<file path="config.mk">
export PLATFORM = sky130hd
export DESIGN_NAME = ssp_top
export DESIGN_NICKNAME = d
export VERILOG_FILES = /design/src/rtl/ssp_pkg.sv /design/src/rtl/ssp_clkdiv.sv /design/src/rtl/ssp_top.sv
export VERILOG_INCLUDE_DIRS = /design/src /design/src/rtl
export SDC_FILE = /design/constraint.sdc
export NUM_CORES = 1
export LEC_CHECK = 0
export BUFFER_PORTS_ARGS = -buffer_cell sky130_fd_sc_hd__buf_2
export CORE_MARGIN = 5
export CORE_UTILIZATION = 59
export CTS_BUF_LIST = sky130_fd_sc_hd__clkbuf_16
export DETAILED_ROUTE_END_ITERATION = 8
export MAX_ROUTING_LAYER = met4
export PLACE_DENSITY = 0.85
export REMOVE_ABC_BUFFERS = 1
export SLEW_MARGIN = 10
export SYNTH_ARGS = -nofsm -noshare
export SYNTH_HDL_FRONTEND = slang
export SYNTH_SLANG_ARGS = --single-unit
</file>
<file path="constraint.sdc">
create_clock -name clock_i -period 6.3 [get_ports clock_i]
set_input_delay 0 -clock clock_i [delete_from_list [all_inputs] [get_ports clock_i]]
set_output_delay 0 -clock clock_i [all_outputs]
set_load 0.005 [all_outputs]
</file>
<file path="src/rtl/ssp_params.svh">
/*
 Constants of the shared serial port: register offsets, field
 positions, reset values, mode codes and divider counts.
 Assumes a byte-addressed Avalon-MM slave with one word per register.
*/
`ifndef SSP_PARAMS_SVH
`define SSP_PARAMS_SVH
`define SSP_ADDR_W    5
`define SSP_A_MODE    5'h00
`define SSP_A_LINK    5'h04
`define SSP_A_DATA    5'h08
`define SSP_A_STAT    5'h0C
`define SSP_A_MASK    5'h10
`define SSP_MODE_POR  8'hE0
`define SSP_LINK_POR  8'h00
`define SSP_DATA_POR  8'h00
`define SSP_MC_OPM    7:5
`define SSP_MC_UART   4
`define SSP_MC_EN     1
`define SSP_MC_INC    0
`define SSP_LC_POL    5
`define SSP_LC_EDGE   4
`define SSP_LC_ORDER  3
`define SSP_LC_SEL    2
`define SSP_LC_COLL   1
`define SSP_LC_DONE   0
`define SSP_OPM_DIV4  3'h0
`define SSP_OPM_DIV16 3'h1
`define SSP_OPM_DIV64 3'h2
`define SSP_OPM_SUB   3'h3
`define SSP_OPM_TIMER 3'h4
`define SSP_OPM_SLAVE 3'h5
`define SSP_HALF_DIV4  2
`define SSP_HALF_DIV16 8
`define SSP_HALF_DIV64 32
`define SSP_IRQ_W     3
`define SSP_IRQ_DONE  0
`define SSP_IRQ_COLL  1
`define SSP_IRQ_INC   2
`define SSP_BITS      4'h8
`define SSP_LAST_TOG  4'hF
`define SSP_TOP_BIT   3'h7
`endif

</file>
<file path="src/rtl/ssp_pkg.sv">
/*
 Types of the shared serial port: state codes, pin carrier and the
 register state of the top module.
 Assumes ssp_params.svh is on the include path.
*/
`include "ssp_params.svh"
package ssp_pkg;
	typedef enum logic [1:0] {
		SSP_IDLE = 2'h1,
		SSP_BUSY = 2'h2
	} ssp_fsm_t;

	// serial pins, each with its output enable
	typedef struct packed {
		logic sck;
		logic sck_oe;
		logic sdo;
		logic sdo_oe;
		logic ss_n;
		logic ss_n_oe;
	} ssp_pins_t;

	typedef struct packed {
		logic [7:0]            mode;
		logic [7:0]            link;
		logic [7:0]            data;
		logic [7:0]            rx;
		logic [`SSP_IRQ_W-1:0] stat;
		logic [`SSP_IRQ_W-1:0] mask;
		ssp_fsm_t              fsm;
		logic [2:0]            ob;
		logic [3:0]            caps;
		logic [3:0]            tog;
		logic                  pend;
		logic                  fin;
		logic [2:0]            sck_s;
		logic [2:0]            ss_s;
		logic [2:0]            sub_s;
		logic [1:0]            sdi_s;
		ssp_pins_t             pins;
		logic [3:0]            pull;
		logic                  irq;
		logic [7:0]            rdata;
		logic                  wait_req;
	} ssp_state_t;
endpackage

</file>
<file path="src/rtl/ssp_clkdiv.sv">
/*
 Serial clock tick generator for master mode: one-cycle pulse per
 half period of the serial clock.
 Assumes sub_edge_i and timer_tick_i are pulses on clock_i.
*/
`timescale 1ns/1ps
`default_nettype none
`include "ssp_params.svh"
module ssp_clkdiv #(
	parameter int CNT_W = 5
) (
	input  wire logic       clock_i,
	input  wire logic       reset_i,
	input  wire logic       run_i,
	input  wire logic [2:0] sel_i,
	input  wire logic       sub_edge_i,
	input  wire logic       timer_tick_i,
	output logic            tick_o
);
	typedef struct packed {
		logic [CNT_W-1:0] cnt;
		logic             tick;
	} ssp_div_t;

	ssp_div_t         s;
	ssp_div_t         next_s;
	logic [CNT_W-1:0] lim;

	// counter must hold the largest half period
	if (CNT_W < $clog2(`SSP_HALF_DIV64)) begin : g_chk
		$error("ssp_clkdiv: CNT_W too small");
	end

	// stopped counter restarts so the first half period is whole
	always_comb begin
		next_s = s;
		next_s.tick = 1'h0;
		lim = CNT_W'(`SSP_HALF_DIV4 - 1);
		if (!run_i) begin
			next_s.cnt = '0;
		end else begin
			case (sel_i)
				`SSP_OPM_DIV16: lim = CNT_W'(`SSP_HALF_DIV16 - 1);
				`SSP_OPM_DIV64: lim = CNT_W'(`SSP_HALF_DIV64 - 1);
				default:        lim = CNT_W'(`SSP_HALF_DIV4 - 1);
			endcase
			if (sel_i == `SSP_OPM_SUB) begin
				next_s.tick = sub_edge_i;
			end else if (sel_i == `SSP_OPM_TIMER) begin
				next_s.tick = timer_tick_i; // sck is match rate / 2
			end else if (s.cnt == lim) begin
				next_s.cnt  = '0;
				next_s.tick = 1'h1;
			end else begin
				next_s.cnt = s.cnt + CNT_W'(1);
			end
		end
	end

	always_ff @(posedge clock_i) begin
		if (reset_i) begin
			s <= '0;
		end else begin
			s <= next_s;
		end
	end

	assign tick_o = s.tick;
endmodule // ssp_clkdiv
`default_nettype wire

</file>
<file path="src/rtl/ssp_top.sv">
/*
 SPI function of the shared serial module: Avalon-MM register slave,
 master and slave byte shifter, interrupt status and mask.
 Assumes pins are tri-stated outside from the *_oe fields, pull-up
 settings arrive on clock_i, and the timer tick is a clock_i pulse.
*/
// The register addresses and the Avalon-MM interface to the registers were left to the implementer.
`timescale 1ns/1ps
`default_nettype none
`include "ssp_params.svh"
module ssp_top #(
	parameter int CNT_W = 5
) (
	input  wire logic                   clock_i,
	input  wire logic                   reset_i,
	input  wire logic [`SSP_ADDR_W-1:0] avs_address_i,
	input  wire logic                   avs_read_i,
	input  wire logic                   avs_write_i,
	input  wire logic [31:0]            avs_writedata_i,
	input  wire logic [3:0]             avs_byteenable_i,
	output logic      [31:0]            avs_readdata_o,
	output logic                        avs_waitrequest_o,
	input  wire logic                   sdi_i,
	input  wire logic                   sck_i,
	input  wire logic                   ss_n_i,
	input  wire logic                   sub_clk_i,
	input  wire logic                   timer_tick_i,
	input  wire logic [3:0]             pull_cfg_i,
	output ssp_pkg::ssp_pins_t          pins_o,
	output logic      [3:0]             pullup_o,
	output logic                        irq_o
);
	ssp_pkg::ssp_state_t s;
	ssp_pkg::ssp_state_t next_s;

	logic       spi_sel;
	logic       spi_on;
	logic       master;
	logic       slave;
	logic       busy;
	logic       sel_en;
	logic       sel_ok;
	logic       idle_lvl;
	logic       cap_rise;
	logic       tick;
	logic       sub_edge;
	logic [7:0] wd;
	logic       wr_take;
	logic [7:0] rx_nxt;
	logic       e_rise;
	logic       e_fall;
	logic       cap;
	logic       take;
	logic       launch;
	logic       go;
	logic       act;
	logic       leave;
	logic       done;
	logic       coll;
	logic       inc;
	logic       sdi;

	// function decode from the uart bit and mode field
	assign spi_sel = !s.mode[`SSP_MC_UART] &&
		(s.mode[`SSP_MC_OPM] <= `SSP_OPM_SLAVE);
	assign spi_on  = spi_sel && s.mode[`SSP_MC_EN];
	assign master  = spi_on && (s.mode[`SSP_MC_OPM] != `SSP_OPM_SLAVE);
	assign slave   = spi_on && (s.mode[`SSP_MC_OPM] == `SSP_OPM_SLAVE);
	assign busy    = (s.fsm == ssp_pkg::SSP_BUSY);
	assign sel_en  = s.link[`SSP_LC_SEL];
	assign sel_ok  = !sel_en || !s.ss_s[1];
	// idle high at polarity 0; polarity 1 flips the edge choice
	assign idle_lvl = !s.link[`SSP_LC_POL];
	assign cap_rise = (s.link[`SSP_LC_POL] == s.link[`SSP_LC_EDGE]);
	assign sub_edge = s.sub_s[1] ^ s.sub_s[2];
	assign sdi      = s.sdi_s[1];
	assign wd       = avs_writedata_i[7:0];
	// write lands only at the edge where waitrequest is low
	assign wr_take  = avs_write_i && !s.wait_req && avs_byteenable_i[0];

	// master clock source per mode code
	ssp_clkdiv #(
		.CNT_W(CNT_W)
	) u_div (
		.clock_i      (clock_i),
		.reset_i      (reset_i),
		.run_i        (master && busy),
		.sel_i        (s.mode[`SSP_MC_OPM]),
		.sub_edge_i   (sub_edge),
		.timer_tick_i (timer_tick_i),
		.tick_o       (tick)
	);

	// all next-state logic of the port
	always_comb begin
		next_s = s;
		rx_nxt = s.rx;
		e_rise = 1'h0;
		e_fall = 1'h0;
		cap    = 1'h0;
		take   = 1'h0;
		launch = 1'h0;
		go     = 1'h0;
		act    = 1'h0;
		leave  = 1'h0;
		done   = 1'h0;
		coll   = 1'h0;
		inc    = 1'h0;
		// pins from outside cross two flops before use
		next_s.sck_s = {s.sck_s[1:0], sck_i};
		next_s.ss_s  = {s.ss_s[1:0], ss_n_i};
		next_s.sub_s = {s.sub_s[1:0], sub_clk_i};
		next_s.sdi_s = {s.sdi_s[0], sdi_i};

		// one wait cycle per access, read data ready with the answer
		next_s.wait_req = 1'h1;
		if ((avs_read_i || avs_write_i) && s.wait_req) begin
			next_s.wait_req = 1'h0;
			case (avs_address_i)
				`SSP_A_MODE: next_s.rdata = s.mode;
				`SSP_A_LINK: next_s.rdata = spi_sel ? s.link : 8'h00;
				`SSP_A_DATA: next_s.rdata = spi_sel ? s.data : 8'h00;
				`SSP_A_STAT: next_s.rdata = {5'h00, s.stat};
				`SSP_A_MASK: next_s.rdata = {5'h00, s.mask};
				default:     next_s.rdata = 8'h00;
			endcase
		end

		// idle engine keeps its counters cleared
		if (!busy) begin
			next_s.caps = 4'h0;
			next_s.tog  = 4'h0;
			next_s.ob   = 3'h0;
			next_s.pend = 1'h0;
			next_s.fin  = 1'h0;
		end

		// register writes; flags only clear here, events set later
		if (wr_take) begin
			case (avs_address_i)
				`SSP_A_MODE: begin
					next_s.mode = wd;
					next_s.mode[`SSP_MC_INC] = s.mode[`SSP_MC_INC] &
						wd[`SSP_MC_INC];
				end
				`SSP_A_LINK: if (spi_sel) begin
					next_s.link = wd;
					next_s.link[`SSP_LC_DONE] = s.link[`SSP_LC_DONE] &
						wd[`SSP_LC_DONE];
					next_s.link[`SSP_LC_COLL] = s.link[`SSP_LC_COLL] &
						wd[`SSP_LC_COLL];
				end
				`SSP_A_DATA: if (spi_sel) begin
					if (busy) begin
						coll = 1'h1; // byte dropped
					end else begin
						next_s.data = wd;
						if (master) begin
							// only the master side starts a byte
							next_s.fsm = ssp_pkg::SSP_BUSY;
							next_s.rx  = 8'h00;
						end
					end
				end
				`SSP_A_STAT: next_s.stat = s.stat & ~wd[`SSP_IRQ_W-1:0];
				`SSP_A_MASK: next_s.mask = wd[`SSP_IRQ_W-1:0];
				default: ;
			endcase
		end

		// edge source: own divider as master, synced pin as slave
		if (master) begin
			// after sixteen toggles one quiet tick ends the byte; at edge select 0 it also takes the last bit
			if (busy && tick && !s.fin) begin
				next_s.pins.sck = !s.pins.sck;
				e_rise = !s.pins.sck;
				e_fall = s.pins.sck;
			end
			act = busy && !s.fin;
		end else if (slave) begin
			e_rise = s.sck_s[1] && !s.sck_s[2];
			e_fall = !s.sck_s[1] && s.sck_s[2];
			leave = idle_lvl ? e_fall : e_rise;
			go = !busy && sel_ok && leave;
			act = (busy && sel_ok) || go;
		end
		if (go) begin
			next_s.fsm = ssp_pkg::SSP_BUSY;
			next_s.rx  = 8'h00;
		end

		// capture on the chosen edge, launch on the other
		if (act) begin
			cap    = cap_rise ? e_rise : e_fall;
			launch = (e_rise || e_fall) && !cap;
		end
		// master sdi lags by its synchroniser: take it one tick late
		take = slave ? cap : (master && busy && tick && s.pend);
		if (take) begin
			next_s.pend = 1'h0;
		end
		if (cap && master) begin
			next_s.pend = 1'h1;
		end
		if (take) begin
			// one bit in per capture; the out bit moves on the launch edge
			rx_nxt = s.link[`SSP_LC_ORDER] ? {next_s.rx[6:0], sdi} :
				{sdi, next_s.rx[7:1]};
			next_s.rx   = rx_nxt;
			next_s.caps = next_s.caps + 4'h1;
		end
		// no shift before the first capture, so bit 0 is not skipped
		if (launch && (next_s.caps != 4'h0)) begin
			next_s.ob = next_s.ob + 3'h1;
		end
		if (master && busy && tick) begin
			next_s.tog = next_s.tog + 4'h1;
			if (s.fin) begin
				done = 1'h1;
				next_s.fin = 1'h0;
			end else if (s.tog == `SSP_LAST_TOG) begin
				next_s.fin = 1'h1; // 16 edges, 8 cycles
			end
		end
		if (slave && cap) begin
			done = (next_s.caps == `SSP_BITS);
		end
		if (done) begin
			next_s.data = next_s.rx;
			next_s.fsm  = ssp_pkg::SSP_IDLE;
		end

		// slave deselected mid-byte: abort and flag it
		if (slave && busy && sel_en && s.ss_s[1] && !s.ss_s[2] && !done) begin
			inc = 1'h1;
			next_s.fsm = ssp_pkg::SSP_IDLE;
		end
		if (!spi_on) begin
			next_s.fsm = ssp_pkg::SSP_IDLE;
		end

		// hardware sets win over a clear in the same cycle
		if (done || inc) begin
			next_s.link[`SSP_LC_DONE]  = 1'h1;
			next_s.stat[`SSP_IRQ_DONE] = 1'h1;
		end
		if (inc) begin
			next_s.mode[`SSP_MC_INC]  = 1'h1;
			next_s.stat[`SSP_IRQ_INC] = 1'h1;
		end
		if (coll) begin
			next_s.link[`SSP_LC_COLL]  = 1'h1;
			next_s.stat[`SSP_IRQ_COLL] = 1'h1;
		end

		// pin drive follows mode, enable and select enable
		if (!master || (next_s.fsm == ssp_pkg::SSP_IDLE)) begin
			next_s.pins.sck = idle_lvl;
		end
		next_s.pins.sck_oe = master;
		next_s.pins.sdo = s.link[`SSP_LC_ORDER] ?
			next_s.data[`SSP_TOP_BIT - next_s.ob] :
			next_s.data[next_s.ob];
		next_s.pins.sdo_oe = master || (slave && sel_ok);
		// a single select line; extra slaves need general pins
		next_s.pins.ss_n    = (next_s.fsm != ssp_pkg::SSP_BUSY);
		next_s.pins.ss_n_oe = master && sel_en;
		// pull-ups only on pins that are inputs of the live port
		next_s.pull = pull_cfg_i &
			{1'h0, slave && sel_en, slave, spi_on};
		next_s.irq = |(next_s.stat & next_s.mask);
	end

	// single synchronous register of all state
	always_ff @(posedge clock_i) begin
		if (reset_i) begin
			s <= '{
				mode:     `SSP_MODE_POR,
				link:     `SSP_LINK_POR,
				data:     `SSP_DATA_POR,
				fsm:      ssp_pkg::SSP_IDLE,
				pins:     '{sck: 1'h1, ss_n: 1'h1, default: 1'h0},
				wait_req: 1'h1,
				default:  '0
			};
		end else begin
			s <= next_s;
		end
	end

	assign avs_readdata_o    = {24'h000000, s.rdata};
	assign avs_waitrequest_o = s.wait_req;
	assign pins_o            = s.pins;
	assign pullup_o          = s.pull;
	assign irq_o             = s.irq;
endmodule // ssp_top
`default_nettype wire

</file>
== Yosys cells after proc, flatten, opt, wreduce, memory -nomap -nowiden ==
Index checks and enable logic that the tools add are counted.

* Reduce and logical (&&, ||, !) cells: 72
* Eq/ne operators: 18
* Bitwise gates (word level): 11
* Add/subtract/negate cells: 5
* Muxes and demuxes: 78
* Order comparisons: 3

{| class="wikitable"
|+ Operators with widths
! cell !! number
|-
| $mux W8 || 9
|-
| $mux W16 || 3
|-
| $mux W1 || 45
|-
| $pmux W8 S5 || 1
|-
| $mux W33 || 1
|-
| $logic_and A1 B1 Y1 || 30
|-
| $reduce_bool A2 Y1 || 10
|-
| $mux W2 || 8
|-
| $logic_not A1 Y1 || 14
|-
| $mux W13 || 1
|-
| $eq A5 B4 Y1 const B || 2
|-
| $mux W5 || 2
|-
| $pmux W5 S2 || 1
|-
| $mux W3 || 3
|-
| $reduce_and A3 Y1 || 3
|-
| $add A4 B1 Y4 const B || 2
|-
| $eq A4 B4 Y1 const B || 2
|-
| $lt A3 B4 Y1 const B || 2
|-
| $mux W4 || 2
|-
| $reduce_and A2 Y1 || 4
|-
| $logic_or A1 B1 Y1 || 7
|-
| $and A3 B3 Y3 || 2
|-
| $bmux W1 S3 || 2
|-
| $eq A3 B2 Y1 const B || 2
|-
| other kinds (24) || 29
|}

* Word-level logic and storage cells: 218
* Flip-flop bits (word level): 90
* Input bits: 54
* Output and inout port bits: 44

== Depth between registers and ports, before layout ==
Gate-level depths: netlist of run 1.

* Depth in word-level cells: 20
* Depth in mapped cells: 15
* Gate-level depth less buffers: 12

== Modules after synthesis ==
From an unflattened synthesis of run 1, not the netlist that was laid out.

* Cell total of the unflattened synthesis: 559
* Area total of the unflattened synthesis: 4,775.8 um^2

{| class="wikitable"
|+ Modules (own cells, without submodules)
! module !! area an instance (um^2) !! cells each !! times used !! seq. area each (um^2)
|-
| ssp_top || 4,391.7 || 518 || 1 || 1,661.6
|-
| ssp_clkdiv || 384.1 || 41 || 1 || 120.1
|}

== Worst setup path before layout of run 1 ==
No wires, ideal clock.

* Kind: register to register
* From: reg s[45] (netlist bit)
* To: reg s, in the netlist pins_o[3]
* Cell stages (with the launch flop): 14
* Setup time: 0.124 ns
* Slack: 2.966 ns
* Period minus slack after synthesis: 3.334 ns
* Data arrival time: 3.210 ns
* Path buffers: 2
* Data required time: 6.176 ns
* Path through: dfxtp_1 > nor2b_1 > clkbuf_1 > clkbuf_1 > and2_1 > ha_1 > nor3_1 > nand2_1 > a22oi_2 > a21oi_4 > xnor2_2 > mux4_2 > o32ai_2 > o22ai_1

* Longest elaborated chain between the ends: 17
* Elaborated cells on any way between the ends: 52
* Classes of those cells: 3 x add/sub; 2 x eq/ne; 30 x mux; 17 x reduce/logical

{| class="wikitable"
|+ Ends and longest elaborated chain
! what !! line !! text
|-
| start: declaration || ssp_top.sv:33 || <nowiki>ssp_pkg::ssp_state_t s;</nowiki>
|-
| start signal: assignment || ssp_top.sv:277 || <nowiki>s <= '{</nowiki>
|-
| start signal: assignment || ssp_top.sv:287 || <nowiki>s <= next_s;</nowiki>
|-
| $eq A2 B2 Y1 * || ssp_top.sv:69 || <nowiki>assign busy = (s.fsm == ssp_pkg::SSP_BUSY);</nowiki>
|-
| $logic_not A1 Y1 || ssp_top.sv:184 || <nowiki>go = !busy && sel_ok && leave;</nowiki>
|-
| $logic_and A1 B1 Y1 (2 in a row) || ssp_top.sv:184 ||
|-
| $logic_or A1 B1 Y1 || ssp_top.sv:185 || <nowiki>act = (busy && sel_ok) || go;</nowiki>
|-
| $mux W1 || ssp_top.sv:180 || <nowiki>end else if (slave) begin</nowiki>
|-
| $mux W1 || ssp_top.sv:172 || <nowiki>if (master) begin</nowiki>
|-
| $mux W1 || ssp_top.sv:193 || <nowiki>if (act) begin</nowiki>
|-
| $mux W1 || ssp_top.sv:198 || <nowiki>take = slave ? cap : (master && busy && tick && s.pend);</nowiki>
|-
| $mux W4 || ssp_top.sv:205 || <nowiki>if (take) begin</nowiki>
|-
| $reduce_bool A4 Y1 || ssp_top.sv:213 || <nowiki>if (launch && (next_s.caps != 4'h0)) begin</nowiki>
|-
| $logic_and A1 B1 Y1 || ssp_top.sv:213 ||
|-
| $mux W3 || ssp_top.sv:213 ||
|-
| $sub A3 B3 Y3 (no line) || -- ||
|-
| $bmux W1 S3 || ssp_top.sv:262 || <nowiki>next_s.data[`SSP_TOP_BIT - next_s.ob] :</nowiki>
|-
| $mux W1 || ssp_top.sv:262 ||
|-
| $mux W1 * || ssp_top.sv:261 || <nowiki>next_s.pins.sdo = s.link[`SSP_LC_ORDER] ?</nowiki>
|}

Mark *: on every way between the ends. The rest lies on a longest branch, timed or not. The select of a mux whose other input is x is not followed.
A chain may end at the register's enable or synchronous reset.

== Worst setup path after layout of run 1 ==
* From: reg s[83] (netlist bit)
* To: reg s, in the netlist pins_o[3]

* Longest elaborated chain between the ends: 17
* Elaborated cells on any way between the ends: 48
* Classes of those cells: 1 x add/sub; 1 x order compare; 3 x eq/ne; 30 x mux; 13 x reduce/logical

{| class="wikitable"
|+ Ends and longest elaborated chain
! what !! line !! text
|-
| $le A3 B3 Y1 (no line) || -- ||
|-
| $logic_and A1 B1 Y1 || ssp_top.sv:64 || <nowiki>assign spi_sel = !s.mode[`SSP_MC_UART] &&</nowiki>
|-
| $logic_and A1 B1 Y1 || ssp_top.sv:66 || <nowiki>assign spi_on = spi_sel && s.mode[`SSP_MC_EN];</nowiki>
|-
| $logic_and A1 B1 Y1 || ssp_top.sv:68 || <nowiki>assign slave = spi_on && (s.mode[`SSP_MC_OPM] == `SSP_OPM_SLAVE);</nowiki>
|-
| $mux W1 || ssp_top.sv:180 ||
|-
| $mux W1 || ssp_top.sv:172 ||
|-
| $mux W1 || ssp_top.sv:194 || <nowiki>cap = cap_rise ? e_rise : e_fall;</nowiki>
|-
| $mux W1 || ssp_top.sv:193 ||
|-
| $mux W1 || ssp_top.sv:198 ||
|-
| $mux W4 || ssp_top.sv:205 ||
|-
| $reduce_bool A4 Y1 || ssp_top.sv:213 ||
|-
| $logic_and A1 B1 Y1 || ssp_top.sv:213 ||
|-
| $mux W3 || ssp_top.sv:213 ||
|-
| $sub A3 B3 Y3 (no line) || -- ||
|-
| $bmux W1 S3 || ssp_top.sv:262 ||
|-
| $mux W1 || ssp_top.sv:262 ||
|-
| $mux W1 * || ssp_top.sv:261 ||
|}

Marks and branches as above.

==> summary.md, run 1 <==
| Metric | Value |
|---|---|
| Outcome | `completed` |
| FF-to-FF Start | `s[83]` |
| Critical path's slowest cell | `dfxtp_1` |
| Crit path time final | `3460 ps` |
| Critical path origin | `s[83]` |
| GP Congestion | `0.840` |
| Largest family of logic cells by synthesized area | `simple AND/OR/NAND/NOR gates` |
| Antenna Cells | `0` |
| Post-route total power | `1.20 mW` |
| Clock insertion delay at the later pin of the skew report | `350 ps` |
| Syn. warnings | `0` |
| Sequential area share after synthesis | `0.379` |
| Routed wire per std cell | `16.6 um` |
| Reg2reg end | `pins_o[3]` |
| Commonest non-fill, non-tap cell in the layout | `dfxtp_1` |
| RSZ-0062 raised after global routing | `no` |
| CTS tree | `yes` |
| Synthesis-stage register bit count | `89` |
| Final setup fails | `0` |
| Grt ovf | `0` |
| TritonCTS Buffers | `9` |
| Bufs on Longest Clock Path | `2` |
| Post-Syn Area | `0.00470 sq mm` |
| XOR/XNOR Fraction of Synth Area | `0.0402` |
| Root Buffer | `clkbuf_16` |
| Fillcell total | `586` |
| Die Wd | `99.3 um` |
| Rows | `32` |
| Worst setup endpoint | `pins_o[3]` |
| Pwr per Cell Area | `229 mW/mm^2` |
| Fraction of registers with async set/reset | `0` |
| 1st-iter DRT viols | `304` |
| Routed Antenna Nets | `0` |
| Worst VDD drop | `176 uV` |
| Post-synth EDFFs | `0` |
| Global-route wire length before repair | `18,700 um` |
| Avg Cell Area, Syn | `8.71 sq um` |
| Synth top area cells | `dfxtp_1 38%, buf_4 6.7%, mux2i_1 6.2%, nand2_1 4.4%, nor2_1 4.4%` |
| Vias in the first global route | `3,901` |
| Crit path depth | `9` |
| Total wire length | `11,300 um` |
| CTS Sinks | `89` |
| CP delay by family, top | `compound AO/OA/AOI/OAI gates` |
| Largest net degree at the start of global routing | `78` |
| CP startpoint kind | `register` |
| Post-Layout Cell Count | `679` |
| Top cell type's share of synthesized area | `0.379` |
| DR DRC count | `0` |
| Buf+Inv Stages, Crit Path | `0` |
| Nets | `630` |
| Highest clock rate | `289 MHz` |
| Req. time, crit path | `6520 ps` |
| R2R depth | `9` |
| Pre-antenna DRT Iters | `7` |
| HPWL Detailed | `7610 um` |
| Core area | `0.00773 sq mm` |
| Post-cts resize count | `0` |
| Sequential Area | `0.00178 sq mm` |
| Slew Limit Fails | `0` |
| Via count | `4,015` |
| Crit Path Max Fanout | `14` |
| Total die area | `0.00986 sq mm` |
| Post-synthesis compound-gate area fraction | `0.144` |
| Tcrit/Tclk final | `0.549` |
| Least-Margin Pin Slew | `943 ps` |
| Crit path cell chain | `and4bb_1 -> nand2_1 -> a21oi_1 -> a21o_1 -> mux2i_1 -> o21ai_0 -> mux4_2 -> o32ai_2 -> o22ai_1` |
| Area delta synth->final | `11.1%` |
| Setup Skew | `10.4 ps` |
| Flop2flop setup slack | `2840 ps` |
| I/O pin count | `98` |
| Final hold violation count | `0` |
| Worst hold path type | `primary input to register` |
| Cell count after synthesis | `540` |
| Multi-input logic area | `0.00257 sq mm` |
| GRT Total Usage | `0.240` |
| Setup tns final | `0 ps` |
| Setup crit end kind | `register` |
| Starting Density | `0.609` |
| Share of layout cells above drive strength 1 | `0.166` |
| Slowest stage delay, CP | `650 ps` |
| Adder-Cell Fraction of Synth Area | `0.0106` |
| Initial antenna violation count | `0` |
| Post-Synth Simple-Gate Area | `0.226` |
| Cell taking the most area after synthesis | `dfxtp_1` |
| Distinct cells, synth | `65` |
| Max-cap violations | `0` |
| Clk slew on worst S/H paths | `70 ps` |
| Worst hold margin | `115 ps` |
| Hold Path Depth | `4` |
| Top_reg_cell synth | `dfxtp_1` |
| Mux contribution to synthesized area | `0.105` |
| Critical path arrival | `3680 ps` |
| Leakage | `2.04 nW` |
| Die boundary height | `99.3 um` |
| I/O Buffers | `44` |
| Worst slew margin | `0.366` |
| Placed cell count | `648` |
| Vias per std cell | `5.91` |
| H-tree levels | `3` |
| Kind of critical path | `register to register` |
| Most frequent cells in the layout | `89 x dfxtp_1, 55 x nand2_1, 55 x nor2_1, 44 x buf_2, 35 x a21oi_1` |
## worst min path at each step
stage / slack, ps / start / endpoint
6_report: 120 / timer_tick_i / u_div.tick_o
3_3_place_gp: 210 / sub_clk_i / next_s[23]
3_5_place_dp: 220 / sdi_i / next_s[21]
4_1_cts: 120 / timer_tick_i / u_div.tick_o
5_1_grt: 160 / timer_tick_i / u_div.tick_o
2_1_floorplan: 70 / reset_i / pins_o[2]
## metal layers
| layer | vias to the layer above | track usage | wire length (um) |
|---|---|---|---|
| met2 | 188 | 0.373 | 5460 |
| li1 | 1907 | - | - |
| met4 | 0 | 0.103 | 275 |
| met5 | - | - | 0 |
| met1 | 1889 | 0.303 | 4680 |
| met3 | 31 | 0.0498 | 866 |
## synthesized netlist by cell type (8+ instances only)
master,instances
and2_1,9
nor3_1,14
a222oi_1,8
dfxtp_1,89
xor2_1,8
o21ai_0,13
nand2_1,55
nor2b_1,20
xnor2_1,8
clkbuf_1,18
mux2i_1,29
buf_4,42
nor2_1,55
a21oi_1,35
mux2_2,16
nand3_1,17
## cells by family (layout without fill, tap and decap cells)
group / after synthesis / count (layout)
simple gates: 211 / 211
mux: 46 / 46
compound gates: 97 / 97
other cells: 1 / 25
xor+xnor: 19 / 19
buf+inv: 73 / 86
fa+ha+maj: 4 / 4
flops: 89 / 89
## metrics by stage
stage,setup slack (ps),instance area [sq um],util
after floorplan,2760,4380,-
after global placement,3010,4750,0.615
after detailed placement,2890,4750,0.615
after CTS,2870,5230,0.676
after global routing,2570,5230,0.676
final,2840,5230,0.676
## tightest hold or removal path: cells and delay by family
kind,cells,cell delay (ps)
AO/OA/AOI/OAI,2,200
buffers and inverters,1,100
AND/OR/NAND/NOR,1,120
## where the power goes
part           switching, mW  leakage (nW)  internal, mW
combinational         0.0268          1.17        0.0182
clock                  0.235         0.154         0.350
sequential           0.00220         0.719         0.566
total                  0.264          2.04         0.935
## area by class of cell
type	count	area share
clock buffer	9	0.0431
clock inverter	7	0.0187
inverter	7	0.00503
multi-input combinational	402	0.491
sequential	89	0.341
tap	102	0.0244
timing repair buffer	63	0.0766
## repair_timing
action / CTS / global route
endpoints found under the hold margin: 22 / 0
hold buffers: 15 / 0
setup buffers: 0 / 0
endpoints found under the setup margin: 0 / 0
## registers in the layout, indices dropped and copies added (netlist names), 3 cells and up
register        flops
avs_readdata_o      8
next_s              7
pins_o              6
pullup_o            3
s                  57
u_div.s             5
Power figures use the tool's default switching activity.
==> run 2: changes to the inputs <==
Settings changed: CORE_UTILIZATION 59 to 50, PLACE_DENSITY 0.85 to 0.77.
Clock period 6.3 ns to 3.01 ns, I/O delays scaled along.
==> run 2 against run 1 <==
Net effect:
- the run now ends with setup timing left
- clock power is 95% higher
- non-clock buffer count is 37 higher
- total power is 100% higher
- critical path depth is 5 higher
- cell count is 6.8% higher
==> summary.md, run 2 (synthesis results as in run 1) <==
| Metric | Value |
|---|---|
| Rows | `35 (+9.4%)` |
| Post-route total power | `2.42 mW (+100%)` |
| Fillcell total | `786 (+34%)` |
| P_sw | `549 uW (+110%)` |
| Worst hold path type | `primary input to register` |
| Hold Path Depth | `3 (-1)` |
| Grt ovf | `0 (unchanged)` |
| Net Sw Frac | `0.226 (+0.00580)` |
| Via count | `4,167 (+3.8%)` |
| GP Congestion | `0.932 (+11%)` |
| RSZ-0062 raised after global routing | `yes` |
| TritonCTS Buffers | `9 (unchanged)` |
| Root Buffer | `clkbuf_16` |
| Int Power | `1.87 mW (+100%)` |
| DR DRC count | `0 (unchanged)` |
| Critical path arrival | `3250 ps (-430 ps)` |
| 1st-iter DRT viols | `343 (+13%)` |
| Final hold violation count | `0 (unchanged)` |
| Share of layout cells above drive strength 1 | `0.241 (+0.0747)` |
| Flop2flop setup slack | `-10 ps (-2850 ps)` |
| Final worst setup slack | `-10.6 ps (-2850 ps)` |
| Tcrit/Tclk final | `1.00 (+0.455)` |
| Setup Skew | `8.45 ps (-1.93 ps)` |
| Pre-antenna DRT Iters | `5 (-2)` |
| Initial antenna violation count | `0 (unchanged)` |
| Post-Layout Cell Count | `725 (+6.8%)` |
| Max FFs per register | `57 (unchanged)` |
| Worst hold margin | `28.7 ps (-86.3 ps)` |
| Reg2reg end | `pins_o[3]` |
| Global-route wire length before repair | `19,800 um (+5.9%)` |
| CTS tree | `yes` |
| Setup crit end kind | `register` |
| Clock insertion delay at the later pin of the skew report | `340 ps (about the same)` |
| Slew Limit Fails | `0 (unchanged)` |
| Die Wd | `107 um (+7.8%)` |
| Placed cell count | `693 (+6.9%)` |
| Hold path startpoint | `avs_writedata_i[0]` |
| I/O Buffers | `44 (unchanged)` |
| Req. time, crit path | `3240 ps (-3280 ps)` |
| Seq pwr share | `0.490 (+0.016)` |
| Vias per std cell | `5.75 (-2.8%)` |
| Hold Crit Endpoint | `s[46]` |
| Total die area | `0.0114 sq mm (+16%)` |
| Pwr per Cell Area | `435 mW/mm^2 (+90%)` |
| Combinational power share | `0.040 (+0.002)` |
| Routed Antenna Nets | `0 (unchanged)` |
| Clk network pwr share | `0.470 (-0.019)` |
| Clk slew on worst S/H paths | `60 ps (about the same)` |
| Nets | `667 (+5.9%)` |
| I/O pin count | `98 (unchanged)` |
| CP startpoint kind | `register` |
| Largest net degree at the start of global routing | `54 (-31%)` |
| Core area | `0.00920 sq mm (+19%)` |
| Max-cap violations | `0 (unchanged)` |
| Total wire length | `12,100 um (+6.9%)` |
| Crit path time final | `3020 ps (-436 ps)` |
| Routed wire per std cell | `16.6 um (about the same)` |
| Failing checks | `setup timing` |
| Most frequent cells in the layout | `86 x dfxtp_1, 55 x nand2_1, 55 x nor2_1, 44 x buf_2, 41 x buf_4` |
| CTS Sinks | `89 (unchanged)` |
| Final setup fails | `1 (+1)` |
| Worst slew margin | `0.332 (-0.0341)` |
| Highest clock rate | `331 MHz (+14%)` |
| Outcome | `finished with violations` |
| Area delta synth->final | `18.4%` |
| Commonest non-fill, non-tap cell in the layout | `dfxtp_1` |
| Starting Density | `0.512 (-0.0972)` |
| HPWL Detailed | `8670 um (+14%)` |
| Antenna Cells | `0 (unchanged)` |
| Die boundary height | `107 um (+7.8%)` |
| Most flops, register | `s` |
| Leakage | `2.21 nW (+8.4%)` |
| FF-to-FF Start | `s[45]` |
| Worst VDD drop | `340 uV (+93%)` |
| H-tree levels | `3 (unchanged)` |
| Vias in the first global route | `4,146 (+6.3%)` |
| Least-Margin Pin Slew | `1000 ps (+59.8 ps)` |
| Crit Path Max Fanout | `4 (-10)` |
| GRT Total Usage | `0.221 (-0.0194)` |
| R2R depth | `14 (+5)` |
| Bufs on Longest Clock Path | `2 (unchanged)` |
| Kind of critical path | `register to register` |
## run 2: area by class of cell
class / instances / area, sq um / share of cell area
clock buffers: 9 / 225 / 0.0404
clock inverters: 7 / 78.8 / 0.0142
well taps: 111 / 139 / 0.0249
repair buffers: 100 / 679 / 0.122
inverters: 7 / 26.3 / 0.00472
flip-flops and latches: 89 / 1790 / 0.321
multi-input cells: 402 / 2630 / 0.473
## run 2: worst max path at each step
stage / from / to / slack [ps] / cells after the start
floorplan: s[45] / pins_o[3] / -530 / 11
global placement: s[45] / pins_o[3] / 80 / 13
detailed placement: s[45] / pins_o[3] / -30 / 13
CTS: s[81] / pins_o[3] / 8 / 9
global route: s[45] / pins_o[3] / -150 / 13
finish: s[45] / pins_o[3] / -10 / 14
## run 2: power by group through the flow
stage          Combinational [mW]  Clock, mW  Sequential (mW)
3_5_place_dp               0.0797          0             1.22
3_3_place_gp               0.0777          0             1.21
5_1_grt                     0.105       1.20             1.19
4_1_cts                    0.0938       1.15             1.19
2_1_floorplan              0.0292          0             1.21
6_report                   0.0962       1.14             1.19
## run 2: layer usage
layer	wire length [um]	vias up	global-route usage	part of all wire
li1	-	1969	-	-
met1	4980	1993	0.258	0.41
met2	6020	172	0.369	0.50
met3	737	33	0.0452	0.061
met4	320	0	0.0941	0.027
met5	0	-	-	0
## run 2: critical path, stage by stage, from the launching register on
cell and delay (ps):
dfxtp_2 340, nor2b_4 140, and2_4 150, ha_2 180, xor2_1 200, nor3_2 80
buf_4 140, a221oi_2 260, a22oi_2 130, a211oi_2 310, xor2_2 270, buf_4 160
mux2_2 340, o221ai_2 130, o22ai_1 90
## run 2: timing repair
item / CTS / global route
buffers inserted: 0 / 2
pin swaps: 2 / 2
resized for setup: 3 / 16
hold buffers: 14 / 0
setup endpoints to repair: 1 / 1
hold endpoints to repair: 20 / 0
cloned: 0 / 0
## run 2: stage by stage
stage          instance area (sq um)  utilization  setup TNS [ps]  worst slack (ps)
6_report                        5570        0.605           -10.6             -10.6
2_1_floorplan                   4380            -           -1980              -533
4_1_cts                         5490        0.597               0              7.90
5_1_grt                         5570        0.605            -152              -152
3_5_place_dp                    5030        0.547           -25.5             -25.5
3_3_place_gp                    5030        0.547               0              75.4
